==> src/inc/sdlcfg_params.svh <==
// Offsets, field positions, reset values and seed constants of the
// modulator configuration and lock-detect control registers.
// Assumes inclusion by bare name from the package and the design files.
`ifndef SDLCFG_PARAMS_SVH
`define SDLCFG_PARAMS_SVH

// ============================================================
// Register offsets and reset values
`define SDLCFG_ADDR_MOD 8'h06
`define SDLCFG_ADDR_LKD 8'h07
`define SDLCFG_MOD_RST 24'h200B4A
`define SDLCFG_LKD_RST 24'h00014D

// ============================================================
// Modulator configuration fields
`define SDLCFG_SEED_HI 1
`define SDLCFG_SEED_LO 0
`define SDLCFG_SKIP_BIT 7
`define SDLCFG_SEEDLD_BIT 8
`define SDLCFG_CORE_BIT 11

// ============================================================
// Lock-detect control fields
`define SDLCFG_TGT_HI 2
`define SDLCFG_TGT_LO 0
`define SDLCFG_LKON_BIT 3
`define SDLCFG_SRC_BIT 6
`define SDLCFG_LEN_HI 9
`define SDLCFG_LEN_LO 7
`define SDLCFG_SPD_HI 11
`define SDLCFG_SPD_LO 10
`define SDLCFG_RELOCK_BIT 13

// ============================================================
// Seed values
`define SDLCFG_SEED_ZERO 24'h000000
`define SDLCFG_SEED_LSB 24'h000001
`define SDLCFG_SEED_TWO 24'hB29D08
`define SDLCFG_SEED_THREE 24'h50F1CD

// ============================================================
// Required consecutive in-window counts per code
`define SDLCFG_CNT0 16'h0005
`define SDLCFG_CNT1 16'h0020
`define SDLCFG_CNT2 16'h0060
`define SDLCFG_CNT3 16'h0100
`define SDLCFG_CNT4 16'h0200
`define SDLCFG_CNT5 16'h0800
`define SDLCFG_CNT6 16'h2000
`define SDLCFG_CNT7 16'hFFFF

`endif

==> src/inc/sdlcfg_pkg.sv <==
// Types and decode functions shared by the configuration block.
// Assumes sdlcfg_params.svh is on the include path.
`include "sdlcfg_params.svh"

package sdlcfg_pkg;

    typedef struct packed {
        logic wr;
        logic rd;
        logic [7:0] addr;
        logic [23:0] data;
    } sdlcfg_req_t;

    typedef struct packed {
        logic [2:0] target_code;
        logic on;
        logic src;
        logic [2:0] len;
        logic [1:0] speed;
    } sdlcfg_lkcfg_t;

    function automatic logic [23:0] sdlcfg_seed_of(input logic [1:0] code);
        case (code)
            2'h0: sdlcfg_seed_of = `SDLCFG_SEED_ZERO;
            2'h1: sdlcfg_seed_of = `SDLCFG_SEED_LSB;
            2'h2: sdlcfg_seed_of = `SDLCFG_SEED_TWO;
            default: sdlcfg_seed_of = `SDLCFG_SEED_THREE;
        endcase
    endfunction

    function automatic logic [15:0] sdlcfg_target_of(input logic [2:0] code);
        case (code)
            3'h0: sdlcfg_target_of = `SDLCFG_CNT0;
            3'h1: sdlcfg_target_of = `SDLCFG_CNT1;
            3'h2: sdlcfg_target_of = `SDLCFG_CNT2;
            3'h3: sdlcfg_target_of = `SDLCFG_CNT3;
            3'h4: sdlcfg_target_of = `SDLCFG_CNT4;
            3'h5: sdlcfg_target_of = `SDLCFG_CNT5;
            3'h6: sdlcfg_target_of = `SDLCFG_CNT6;
            default: sdlcfg_target_of = `SDLCFG_CNT7;
        endcase
    endfunction

endpackage

==> src/rtl/sdlcfg_lock_count.sv <==
// Consecutive in-window count tracker that declares lock.
// Assumes sample and hit come from logic on the same clock.
`timescale 1ns/1ps
`default_nettype none

module sdlcfg_lock_count
    import sdlcfg_pkg::*;
(
    input wire logic clock_i,
    input wire logic rst_i,
    input wire logic enable_i,
    input wire logic [2:0] target_code_i,
    input wire logic sample_i,
    input wire logic hit_i,
    output logic locked_o
);

    logic [15:0] count_q;
    wire [15:0] target_w = sdlcfg_target_of(target_code_i);
    wire reached_w = count_q >= target_w;

    always_ff @(posedge clock_i or posedge rst_i)
    begin
        if (rst_i)
        begin
            count_q <= 16'h0000;
            locked_o <= 1'b0;
        end
        else if (!enable_i)
        begin
            count_q <= 16'h0000;
            locked_o <= 1'b0;
        end
        else if (sample_i && !hit_i)
        begin
            count_q <= 16'h0000;
            locked_o <= 1'b0;
        end
        else if (sample_i && !reached_w)
        begin
            count_q <= count_q + 16'h0001;
            locked_o <= (count_q + 16'h0001) >= target_w;
        end
    end

    lock_miss_a: assert property (@(posedge clock_i) disable iff (rst_i)
        enable_i && sample_i && !hit_i |=> !locked_o && count_q == 16'h0000)
        else $error("miss did not clear lock");

    lock_rise_a: assert property (@(posedge clock_i) disable iff (rst_i)
        $rose(locked_o) |-> $past(count_q) + 16'h0001 == $past(target_w))
        else $error("lock declared at wrong count");

    lock_off_a: assert property (@(posedge clock_i) disable iff (rst_i)
        !enable_i |=> !locked_o)
        else $error("lock while detector off");

endmodule // sdlcfg_lock_count

`default_nettype wire

==> src/rtl/sdlcfg_top.sv <==
// Modulator configuration and lock-detect control registers with the
// seed transfer, calibration trigger, lock detector and relock logic.
// Assumes serial-port requests and frequency writes on the same clock.
`timescale 1ns/1ps
`default_nettype none
`include "sdlcfg_params.svh"

module sdlcfg_top
    import sdlcfg_pkg::*;
(
    input wire logic clock_i,
    input wire logic rst_i,
    input wire sdlcfg_req_t req_i,
    input wire logic int_write_i,
    input wire logic frac_write_i,
    input wire logic ref_edge_i,
    input wire logic vco_edge_i,
    input wire logic oneshot_hit_i,
    output logic [23:0] rdata_o,
    output logic rvalid_o,
    output logic [23:0] seed_o,
    output logic modulator_output_skip_o,
    output logic sigma_delta_core_on_o,
    output logic frac_path_used_o,
    output logic autocal_start_o,
    output logic locked_o
);

    // ============================================================
    // Register storage
    logic [23:0] modulator_config_q;
    logic [23:0] lock_detect_control_q;

    wire sel_mod = req_i.addr == `SDLCFG_ADDR_MOD;
    wire sel_lkd = req_i.addr == `SDLCFG_ADDR_LKD;
    wire wr_mod = req_i.wr & sel_mod;
    wire wr_lkd = req_i.wr & sel_lkd;

    always_ff @(posedge clock_i or posedge rst_i)
    begin
        if (rst_i)
        begin
            modulator_config_q <= `SDLCFG_MOD_RST;
            lock_detect_control_q <= `SDLCFG_LKD_RST;
        end
        else
        begin
            if (wr_mod)
                modulator_config_q <= req_i.data;
            if (wr_lkd)
                lock_detect_control_q <= req_i.data;
        end
    end

    // ============================================================
    // Read path, unmapped offsets return zero
    wire [23:0] read_mux;

    assign read_mux = sel_mod ? modulator_config_q
                    : sel_lkd ? lock_detect_control_q
                    : 24'h000000;

    always_ff @(posedge clock_i or posedge rst_i)
    begin
        if (rst_i)
        begin
            rdata_o <= 24'h000000;
            rvalid_o <= 1'b0;
        end
        else
        begin
            rvalid_o <= req_i.rd;
            if (req_i.rd)
                rdata_o <= read_mux;
        end
    end

    // ============================================================
    // Modulator field decode
    wire [1:0] seed_code =
        modulator_config_q[`SDLCFG_SEED_HI:`SDLCFG_SEED_LO];
    wire seed_load_en = modulator_config_q[`SDLCFG_SEEDLD_BIT];
    wire core_on = modulator_config_q[`SDLCFG_CORE_BIT];
    wire skip_on = modulator_config_q[`SDLCFG_SKIP_BIT];

    // Software keeps bypass and bits 10 to 8 consistent with the mode
    assign sigma_delta_core_on_o = core_on;
    assign modulator_output_skip_o = skip_on;
    assign frac_path_used_o = core_on & ~skip_on;

    // ============================================================
    // Calibration trigger selects the write that counts as a change
    wire freq_change = core_on ? frac_write_i : int_write_i;

    // ============================================================
    // Seed transfer into the modulator
    always_ff @(posedge clock_i or posedge rst_i)
    begin
        if (rst_i)
            seed_o <= `SDLCFG_SEED_TWO;
        else if (freq_change && seed_load_en)
            seed_o <= sdlcfg_seed_of(seed_code);
    end

    // ============================================================
    // Lock detector
    sdlcfg_lkcfg_t lk_cfg;
    logic win_sample;
    logic win_hit;

    assign lk_cfg.target_code =
        lock_detect_control_q[`SDLCFG_TGT_HI:`SDLCFG_TGT_LO];
    assign lk_cfg.on = lock_detect_control_q[`SDLCFG_LKON_BIT];
    assign lk_cfg.src = lock_detect_control_q[`SDLCFG_SRC_BIT];
    assign lk_cfg.len =
        lock_detect_control_q[`SDLCFG_LEN_HI:`SDLCFG_LEN_LO];
    assign lk_cfg.speed =
        lock_detect_control_q[`SDLCFG_SPD_HI:`SDLCFG_SPD_LO];

    sdlcfg_window u_window (
        .clock_i(clock_i),
        .rst_i(rst_i),
        .cfg_i(lk_cfg),
        .ref_edge_i(ref_edge_i),
        .vco_edge_i(vco_edge_i),
        .oneshot_hit_i(oneshot_hit_i),
        .sample_o(win_sample),
        .hit_o(win_hit)
    );

    sdlcfg_lock_count u_lock_count (
        .clock_i(clock_i),
        .rst_i(rst_i),
        .enable_i(lk_cfg.on),
        .target_code_i(lk_cfg.target_code),
        .sample_i(win_sample),
        .hit_i(win_hit),
        .locked_o(locked_o)
    );

    // ============================================================
    // Single relock attempt after loss of lock
    wire relock_on_loss = lock_detect_control_q[`SDLCFG_RELOCK_BIT];
    logic locked_prev_q;
    logic relock_used_q;
    wire lock_lost = locked_prev_q & ~locked_o & lk_cfg.on;
    wire relock_fire = lock_lost & relock_on_loss & ~relock_used_q;

    always_ff @(posedge clock_i or posedge rst_i)
    begin
        if (rst_i)
        begin
            locked_prev_q <= 1'b0;
            relock_used_q <= 1'b0;
        end
        else
        begin
            locked_prev_q <= locked_o;
            // A new lock re-arms the single attempt
            if (relock_fire)
                relock_used_q <= 1'b1;
            else if (locked_o)
                relock_used_q <= 1'b0;
        end
    end

    always_ff @(posedge clock_i or posedge rst_i)
    begin
        if (rst_i)
            autocal_start_o <= 1'b0;
        else
            autocal_start_o <= freq_change | relock_fire;
    end

    // ============================================================
    // Checks
    seed_hold_a: assert property (@(posedge clock_i) disable iff (rst_i)
        !(freq_change && seed_load_en) |=> $stable(seed_o))
        else $error("seed changed without frequency change");

    seed_load_a: assert property (@(posedge clock_i) disable iff (rst_i)
        freq_change && seed_load_en && seed_code == 2'h3
        |=> seed_o == `SDLCFG_SEED_THREE)
        else $error("seed code three not loaded");

    cal_int_a: assert property (@(posedge clock_i) disable iff (rst_i)
        !core_on && int_write_i |=> autocal_start_o)
        else $error("integer write did not calibrate");

    cal_frac_a: assert property (@(posedge clock_i) disable iff (rst_i)
        core_on && !frac_write_i && !relock_fire |=> !autocal_start_o)
        else $error("calibration without fractional write");

    core_write_a: assert property (@(posedge clock_i) disable iff (rst_i)
        wr_mod && !req_i.data[`SDLCFG_CORE_BIT]
        |=> !sigma_delta_core_on_o && !frac_path_used_o)
        else $error("core still on after disable write");

    skip_path_a: assert property (@(posedge clock_i) disable iff (rst_i)
        wr_mod && req_i.data[`SDLCFG_SKIP_BIT]
        |=> !frac_path_used_o && modulator_output_skip_o)
        else $error("modulator output used while bypassed");

    readback_a: assert property (@(posedge clock_i) disable iff (rst_i)
        wr_lkd ##1 (req_i.rd && sel_lkd && !req_i.wr)
        |=> rvalid_o && rdata_o == $past(req_i.data, 2))
        else $error("lock-detect register readback wrong");

    relock_once_a: assert property (@(posedge clock_i) disable iff (rst_i)
        relock_fire |=> !relock_fire [*2])
        else $error("relock attempted twice in a row");

endmodule // sdlcfg_top

`default_nettype wire

==> src/rtl/sdlcfg_window.sv <==
// Lock window timer: digital programmable window or analog one-shot.
// Assumes reference, divided-VCO and one-shot inputs are asynchronous.
`timescale 1ns/1ps
`default_nettype none

module sdlcfg_window
    import sdlcfg_pkg::*;
(
    input wire logic clock_i,
    input wire logic rst_i,
    input wire sdlcfg_lkcfg_t cfg_i,
    input wire logic ref_edge_i,
    input wire logic vco_edge_i,
    input wire logic oneshot_hit_i,
    output logic sample_o,
    output logic hit_o
);

    // ============================================================
    // Input synchronisers and edge detection
    logic [2:0] sync1_q;
    logic [2:0] sync2_q;
    logic [1:0] prev_q;
    wire ref_rise = sync2_q[0] & ~prev_q[0];
    wire vco_rise = sync2_q[1] & ~prev_q[1];

    always_ff @(posedge clock_i or posedge rst_i)
    begin
        if (rst_i)
        begin
            sync1_q <= 3'h0;
            sync2_q <= 3'h0;
            prev_q <= 2'h0;
        end
        else
        begin
            sync1_q <= {oneshot_hit_i, vco_edge_i, ref_edge_i};
            sync2_q <= sync1_q;
            prev_q <= sync2_q[1:0];
        end
    end

    // ============================================================
    // Timer rate divider, one half-cycle unit per tick
    logic [2:0] div_q;
    wire [2:0] div_mask = 3'((4'h1 << cfg_i.speed) - 4'h1);
    wire tick = (div_q & div_mask) == div_mask;

    always_ff @(posedge clock_i or posedge rst_i)
    begin
        if (rst_i)
            div_q <= 3'h0;
        else
            div_q <= div_q + 3'h1;
    end

    // ============================================================
    // Digital window, length 2^code half-cycle units
    logic [7:0] half_q;
    logic open_q;
    wire [7:0] limit_w = 8'h01 << cfg_i.len;

    always_ff @(posedge clock_i or posedge rst_i)
    begin
        if (rst_i)
        begin
            half_q <= 8'h00;
            open_q <= 1'b0;
        end
        else if (ref_rise)
        begin
            half_q <= 8'h00;
            open_q <= 1'b1;
        end
        else if (open_q && tick)
        begin
            half_q <= half_q + 8'h01;
            if (half_q == limit_w - 8'h01)
                open_q <= 1'b0;
        end
    end

    // ============================================================
    // Sample result per divided-VCO count
    wire hit_w = cfg_i.src ? open_q : sync2_q[2];

    always_ff @(posedge clock_i or posedge rst_i)
    begin
        if (rst_i)
        begin
            sample_o <= 1'b0;
            hit_o <= 1'b0;
        end
        else
        begin
            sample_o <= vco_rise;
            hit_o <= hit_w;
        end
    end

    window_len_a: assert property (@(posedge clock_i) disable iff (rst_i)
        $fell(open_q) |-> $past(half_q) == $past(limit_w) - 8'h01)
        else $error("digital window closed at wrong length");

    window_src_a: assert property (@(posedge clock_i) disable iff (rst_i)
        vco_rise && !cfg_i.src |=> sample_o && hit_o == $past(sync2_q[2]))
        else $error("one-shot result not used as hit");

endmodule // sdlcfg_window

`default_nettype wire

==> config.mk <==
export PLATFORM = sky130hd
export DESIGN_NAME = sdlcfg_top
export DESIGN_NICKNAME = d
export VERILOG_FILES = /design/src/inc/sdlcfg_pkg.sv /design/src/rtl/sdlcfg_lock_count.sv /design/src/rtl/sdlcfg_top.sv /design/src/rtl/sdlcfg_window.sv
export VERILOG_INCLUDE_DIRS = /design/src /design/src/inc
export SDC_FILE = /design/constraint.sdc
export NUM_CORES = 1
export LEC_CHECK = 0
export BUFFER_PORTS_ARGS = -buffer_cell sky130_fd_sc_hd__buf_4
export CAP_MARGIN = 25
export CORE_UTILIZATION = 60
export DETAILED_ROUTE_END_ITERATION = 12
export PLACE_DENSITY_LB_ADDON = 0.08
export SLEW_MARGIN = 20
export SYNTH_ARGS = -nofsm -noshare
export SYNTH_HDL_FRONTEND = slang
export SYNTH_HIERARCHICAL = 1
export SYNTH_SLANG_ARGS = --single-unit
==> constraint.sdc <==
create_clock -name clock_i -period 6.89 [get_ports clock_i]
set_input_delay 1.378 -clock clock_i [delete_from_list [all_inputs] [get_ports clock_i]]
set_output_delay 1.378 -clock clock_i [all_outputs]
set_load 0.01 [all_outputs]
* Word level (Yosys, flattened, before mapping)
Cells that the tools add are included.
** Cells by class
- Shift operators :: 2
- Equality and inequality tests :: 13
- Order comparisons :: 2
- Add/sub/neg operators :: 5
- Reduce and logical (&&, ||, !) cells :: 12
- Multiplexer cells :: 19
- Bitwise gates (word level) :: 16
** Operators with widths (count)
- one-hot mux 16 bit (7 select lines) :: 1
- one-hot mux 24 bit (3 select lines) :: 1
- 2-to-1 mux 16 bit :: 3
- 2-to-1 mux 24 bit :: 2
- greater-or-equal comparator 16 bit :: 2
- adder 16 x 1 -> 16 bit (second input constant) :: 1
- == test 8 x 3 -> 1 bit (second input constant) :: 2
- 2-to-1 mux 8 bit :: 2
- 2-to-1 mux 1 bit :: 10
- bitwise AND 1 bit :: 9
- == test 3 bit (second input constant) :: 3
- adder 8 x 1 -> 8 bit (second input constant) :: 1
- == test 8 bit :: 1
- << shifter 1 x 3 -> 8 bit (first input constant) :: 1
- subtractor 8 x 1 -> 8 bit (second input constant) :: 1
- == test 3 x 2 -> 1 bit (second input constant) :: 2
- nonzero test 2 bit :: 3
- inverter 1 bit :: 5
- logical AND 1 bit :: 4
- adder 3 x 1 -> 3 bit (second input constant) :: 1
- bitwise AND 3 bit :: 1
- == test 3 x 1 -> 1 bit (second input constant) :: 1
- == test 3 bit :: 1
- zero test 3 bit :: 1
- other kinds (9) :: 10
** Storage, ports and cells
- Flip-flop bits (word level) :: 139
- Input port bits :: 41
- Output and inout port bits :: 54
- Word-level logic and storage cells :: 87

* Longest topological paths before layout
- Word-level depth :: 8
- Gate-level depth with buffers :: 12
- Depth with buffers taken out :: 12

* Hierarchy
Netlist, hierarchy kept.
** Modules (own cells, without submodules)
- sdlcfg_top :: area an instance 3684.8 µm², seq. area each 2019.4 µm², instances 1, cells an instance 279
- sdlcfg_lock_count :: area an instance 1762.9 µm², seq. area each 425.4 µm², instances 1, cells an instance 208
- sdlcfg_window :: area an instance 1106.1 µm², seq. area each 550.5 µm², instances 1, cells an instance 99

* Worst setup path before layout
Ideal clock, no wire load.
- Path type :: reg2reg
- From :: register lock_detect_control_q[2]
- To :: register u_lock_count.count_q[3]
- Required time :: 6.812 ns
- Path buffers :: 2
- Period minus slack after synthesis :: 3.112 ns
- Stages on the path, launching flop included :: 13
- Setup slack :: 3.778 ns
- Setup time :: 0.078 ns
- Arrival :: 3.034 ns
- Path through :: dfstp_2 > buf_6 > nand3_1 > and2_4 > inv_1 > ha_1 > nand2b_1 > a21o_1 > a211oi_1 > o211ai_2 > buf_2 > or3_1 > a21oi_1
** Between the ends
- Longest elaborated chain between the ends :: 6
- Elaborated cells on any way between the ends :: 12
- Classes of those cells :: order compare (1); eq/ne (7); mux (1); reduce/logical (3)
** RTL lines
- from (decl) :: RTL line sdlcfg_top.sv:32 : logic [23:0] lock_detect_control_q;
- from (signal assigned) :: RTL line sdlcfg_top.sv:44 : lock_detect_control_q <= `SDLCFG_LKD_RST;
- from (signal assigned) :: RTL line sdlcfg_top.sv:51 : lock_detect_control_q <= req_i.data;
- == test 3 bit, or another cell as far along :: RTL line sdlcfg_pkg.sv:32 : case (code)
- one-hot mux 16 bit (7 select lines) (*) :: RTL line sdlcfg_pkg.sv:32
- greater-or-equal comparator 16 bit (*) :: RTL line sdlcfg_lock_count.sv:20 : wire reached_w = count_q >= target_w;
- zero test 1 bit (*) :: RTL line sdlcfg_lock_count.sv:39 : else if (sample_i && !reached_w)
- logical AND 1 bit (*) :: RTL line sdlcfg_lock_count.sv:39
- inequality test 3 x 1 -> 1 bit (no source line) (*)
- to (signal assigned) :: RTL line sdlcfg_lock_count.sv:41 : count_q <= count_q + 16'h0001;
- to (decl) :: RTL line sdlcfg_lock_count.sv:18 : logic [15:0] count_q;
Mark *: on every way between the ends. The rest lies on a longest branch, timed or not.
A chain may end at the register's enable or synchronous reset.

* Worst setup path in the final report
- From :: register lock_detect_control_q[0]
- To :: register u_lock_count.count_q[8]
The elaborated chain is that of the path after synthesis.

==> impl_results.md <==
* Status: finished clean
* H-tree Lvls at 4
* Hold Buf Count CTS at 0
* Final slew viol count at 0
* Core Box Area at 0.0105 mm2
* DRC violations left at 0
* PortBufs at 87
* Nets at 727
* Yosys reg bits at 119
* Leakage at 3.53 nW
* PnR worst setup slack at 3160 ps
* List of most frequent post-synthesis cells: dfrtp_1 (105), mux2_2 (56), nand2_1 (48), inv_1 (34), ha_1 (33)
* 1st-iter DRT viols at 202
* Die area at 0.0113 mm2
* Die Ht at 107 um
* Final hold violations at 0
* Post-Syn Area at 0.00655 mm2
* Yosys warning count at 6
* Setup Skew at 5.75 ps
* DR pass1 iterations at 6
* CP Launch Type: register
* # Post-CTS Setup Buffers at 0
* DPL Wire Length at 9030 um
* Worst hold stages at 0
* Setup WS pre-CTS at 3040 ps
* Crit. End Element: register
* Worst R2R Path Depth at 11
* Die extent in x at 107 um
* Hold/Removal Path Class: register to register
* GP Congestion at 0.834
* WP data arrival at 4160 ps
* Post_cts resized at 0
* CTS clk-pin slew, worst paths at 50 ps
* Post-synthesis sequential area ratio at 0.457
* Min Tclk post-route at 3730 ps
* Yosys cell types at 68
* MaxCap Viol Count at 0
* CP cell instances: nand3_1 -> and2_4 -> inv_1 -> ha_1 -> nand2b_1 -> a21o_1 -> a211oi_1 -> o211ai_2 -> buf_6 -> or3_1 -> a21oi_1
* Achievable clock frequency at 268 MHz
* Worst stage delay on the critical path at 600 ps
* Worst vdd ir at 213 uV
* Area delta synth->final at 16.8%
* WL/cell at 17.1 um
* Async set-or-reset flop fraction in the synthesized netlist at 1.00
* GRT overflow at 0
* Final setup TNS at 0 ps
* FILL cells at 750
* Drt total wl at 13700 um
* TritonCTS clock tree: yes
* Pwr dens at 238 mW/mm2
* Num CTS Buffers at 17
* Vias per std cell at 5.71
* Top_reg_cell synth: dfrtp_1
* Cell with the most instances after synthesis: dfrtp_1
* Slowest-stage cell, CP: dfstp_2
* ANT nets after route at 0
* Layout cells sized above 1 at 0.341
* Syn Inst Count at 586
* GRT Util Overall at 0.265
* Tightest Pin Transition at 946 ps
* I/O Pins at 95
* First-pass GRT wire length at 23200 um
* Tcrit/Tclk final at 0.542
* # setup viols final at 0
* Detailed-route via count at 4583
* Initial Utilization at 0.626
* Worst Setup Path Type: register to register
* N_diodes at 0
* Synth area leader: dfrtp_1
* CP max FO at 24
* Clock Sinks at 119
* Worst hold slack at 348 ps
* Post-synth EDFFs at 0
* Syn_area_per_cell at 11.2 um2
* Vias in the first global route at 4638
* Largest net degree at the start of global routing at 81
* Unrepaired setup endpoints after global routing: no
* Synth area leaders: dfrtp_1 (40%), mux2_2 (9.6%), ha_1 (6.3%)
* Worst skew pair latency at 520 ps
* Clock Path Buffers at 2
* Initial antenna violation count at 0
* CP required at 7320 ps
* Finished Core Util at 0.732
* Site Rows at 37
* Worst slew margin at 0.368
* Post-synth top area share at 0.401
* Root Driver: clkbuf_8
-- cells in the final DEF (no fill, tap or decap), drive strengths merged, types with 14 or more instances in the layout --
master  count
a21oi      26
buf        90
clkbuf     24
dfrtp     105
dfstp      14
ha         33
inv        33
mux2       77
nand2      48
nand3      16
o21ai      25
o22ai      25
or3        14
xnor2      16
-- sequential cells by signal, summed over array words and instances (netlist names), 2 cells and up --
register               count
u_window/half_q            8
u_window/sync1_q           3
lock_detect_control_q     24
u_lock_count/count_q      16
u_window/sync2_q           3
rdata_o                   24
seed_o                     4
u_window/prev_q            2
u_window/div_q             3
modulator_config_q        24
-- critical path, delay by kind of cell (launching register included) --
family / cells / cell delay, ps
fa+ha+maj: 1 / 240
simple gates: 4 / 1490
compound gates: 4 / 1000
buf+inv: 2 / 300
flops: 1 / 600
-- area by class of cell --
cell class,instances,area [um2],area share
multi-input combinational,391,3090,0.403
sequential,119,3000,0.391
timing repair buffer,90,683,0.0892
clock buffer,24,470,0.0614
tap,136,170,0.0222
inverter,34,129,0.0168
clock inverter,8,121,0.0158
-- final timing paths --
| kind | start | to | slack, ps |
|---|---|---|---|
| max in group asynchronous | rst_i | u_window/half_q[1]$_DFFE_PP0P_ | 5340 |
| worst min register to register | u_window/sync1_q[1]$_DFF_PP0_ | u_window/sync2_q[1]$_DFF_PP0_ | 350 |
| worst max register to register | lock_detect_control_q[0]$_DFFE_PP1P_ | u_lock_count/count_q[8]$_DFFE_PP0P_ | 3160 |
| min in group asynchronous | rst_i | u_lock_count/count_q[0]$_DFFE_PP0P_ | 1000 |
| worst max-delay path | lock_detect_control_q[0]$_DFFE_PP1P_ | u_lock_count/count_q[8]$_DFFE_PP0P_ | 3160 |
| worst min-delay path | u_window/sync1_q[1]$_DFF_PP0_ | u_window/sync2_q[1]$_DFF_PP0_ | 350 |
-- kinds of logic after synthesis --
| group | share of synthesized area |
|---|---|
| compound gates | 0.107 |
| xor+xnor | 0.0267 |
| fa+ha+maj | 0.0630 |
| other cells | 0.000572 |
| buf+inv | 0.0752 |
| mux | 0.148 |
| simple gates | 0.122 |
| flops | 0.457 |
-- metrics by stage --
| stage | total power, mW | area (um2) | cells |
|---|---|---|---|
| 6_report | 1.82 | 7660 | 802 |
| 5_1_grt | 1.90 | 7660 | 802 |
| 4_1_cts | 1.84 | 7640 | 801 |
| 3_5_place_dp | 0.951 | 7050 | 769 |
| 3_3_place_gp | 0.942 | 7040 | 768 |
| 2_1_floorplan | 0.906 | 6580 | 592 |
-- metal layers --
metal,global-route usage,up-vias,wire [um]
met5,0,-,0
met4,0.0910,0,202
met3,0.0662,20,707
met2,0.432,121,6880
met1,0.345,2235,5890
li1,-,2207,-
-- power breakdown --
group          switching (mW)  leakage (nW)  internal (mW)
clock                   0.303         0.289          0.578
combinational          0.0923          1.67         0.0852
sequential             0.0338          1.57          0.732
total                   0.429          3.53           1.40
No activity file was read; power rests on OpenSTA's default activity.
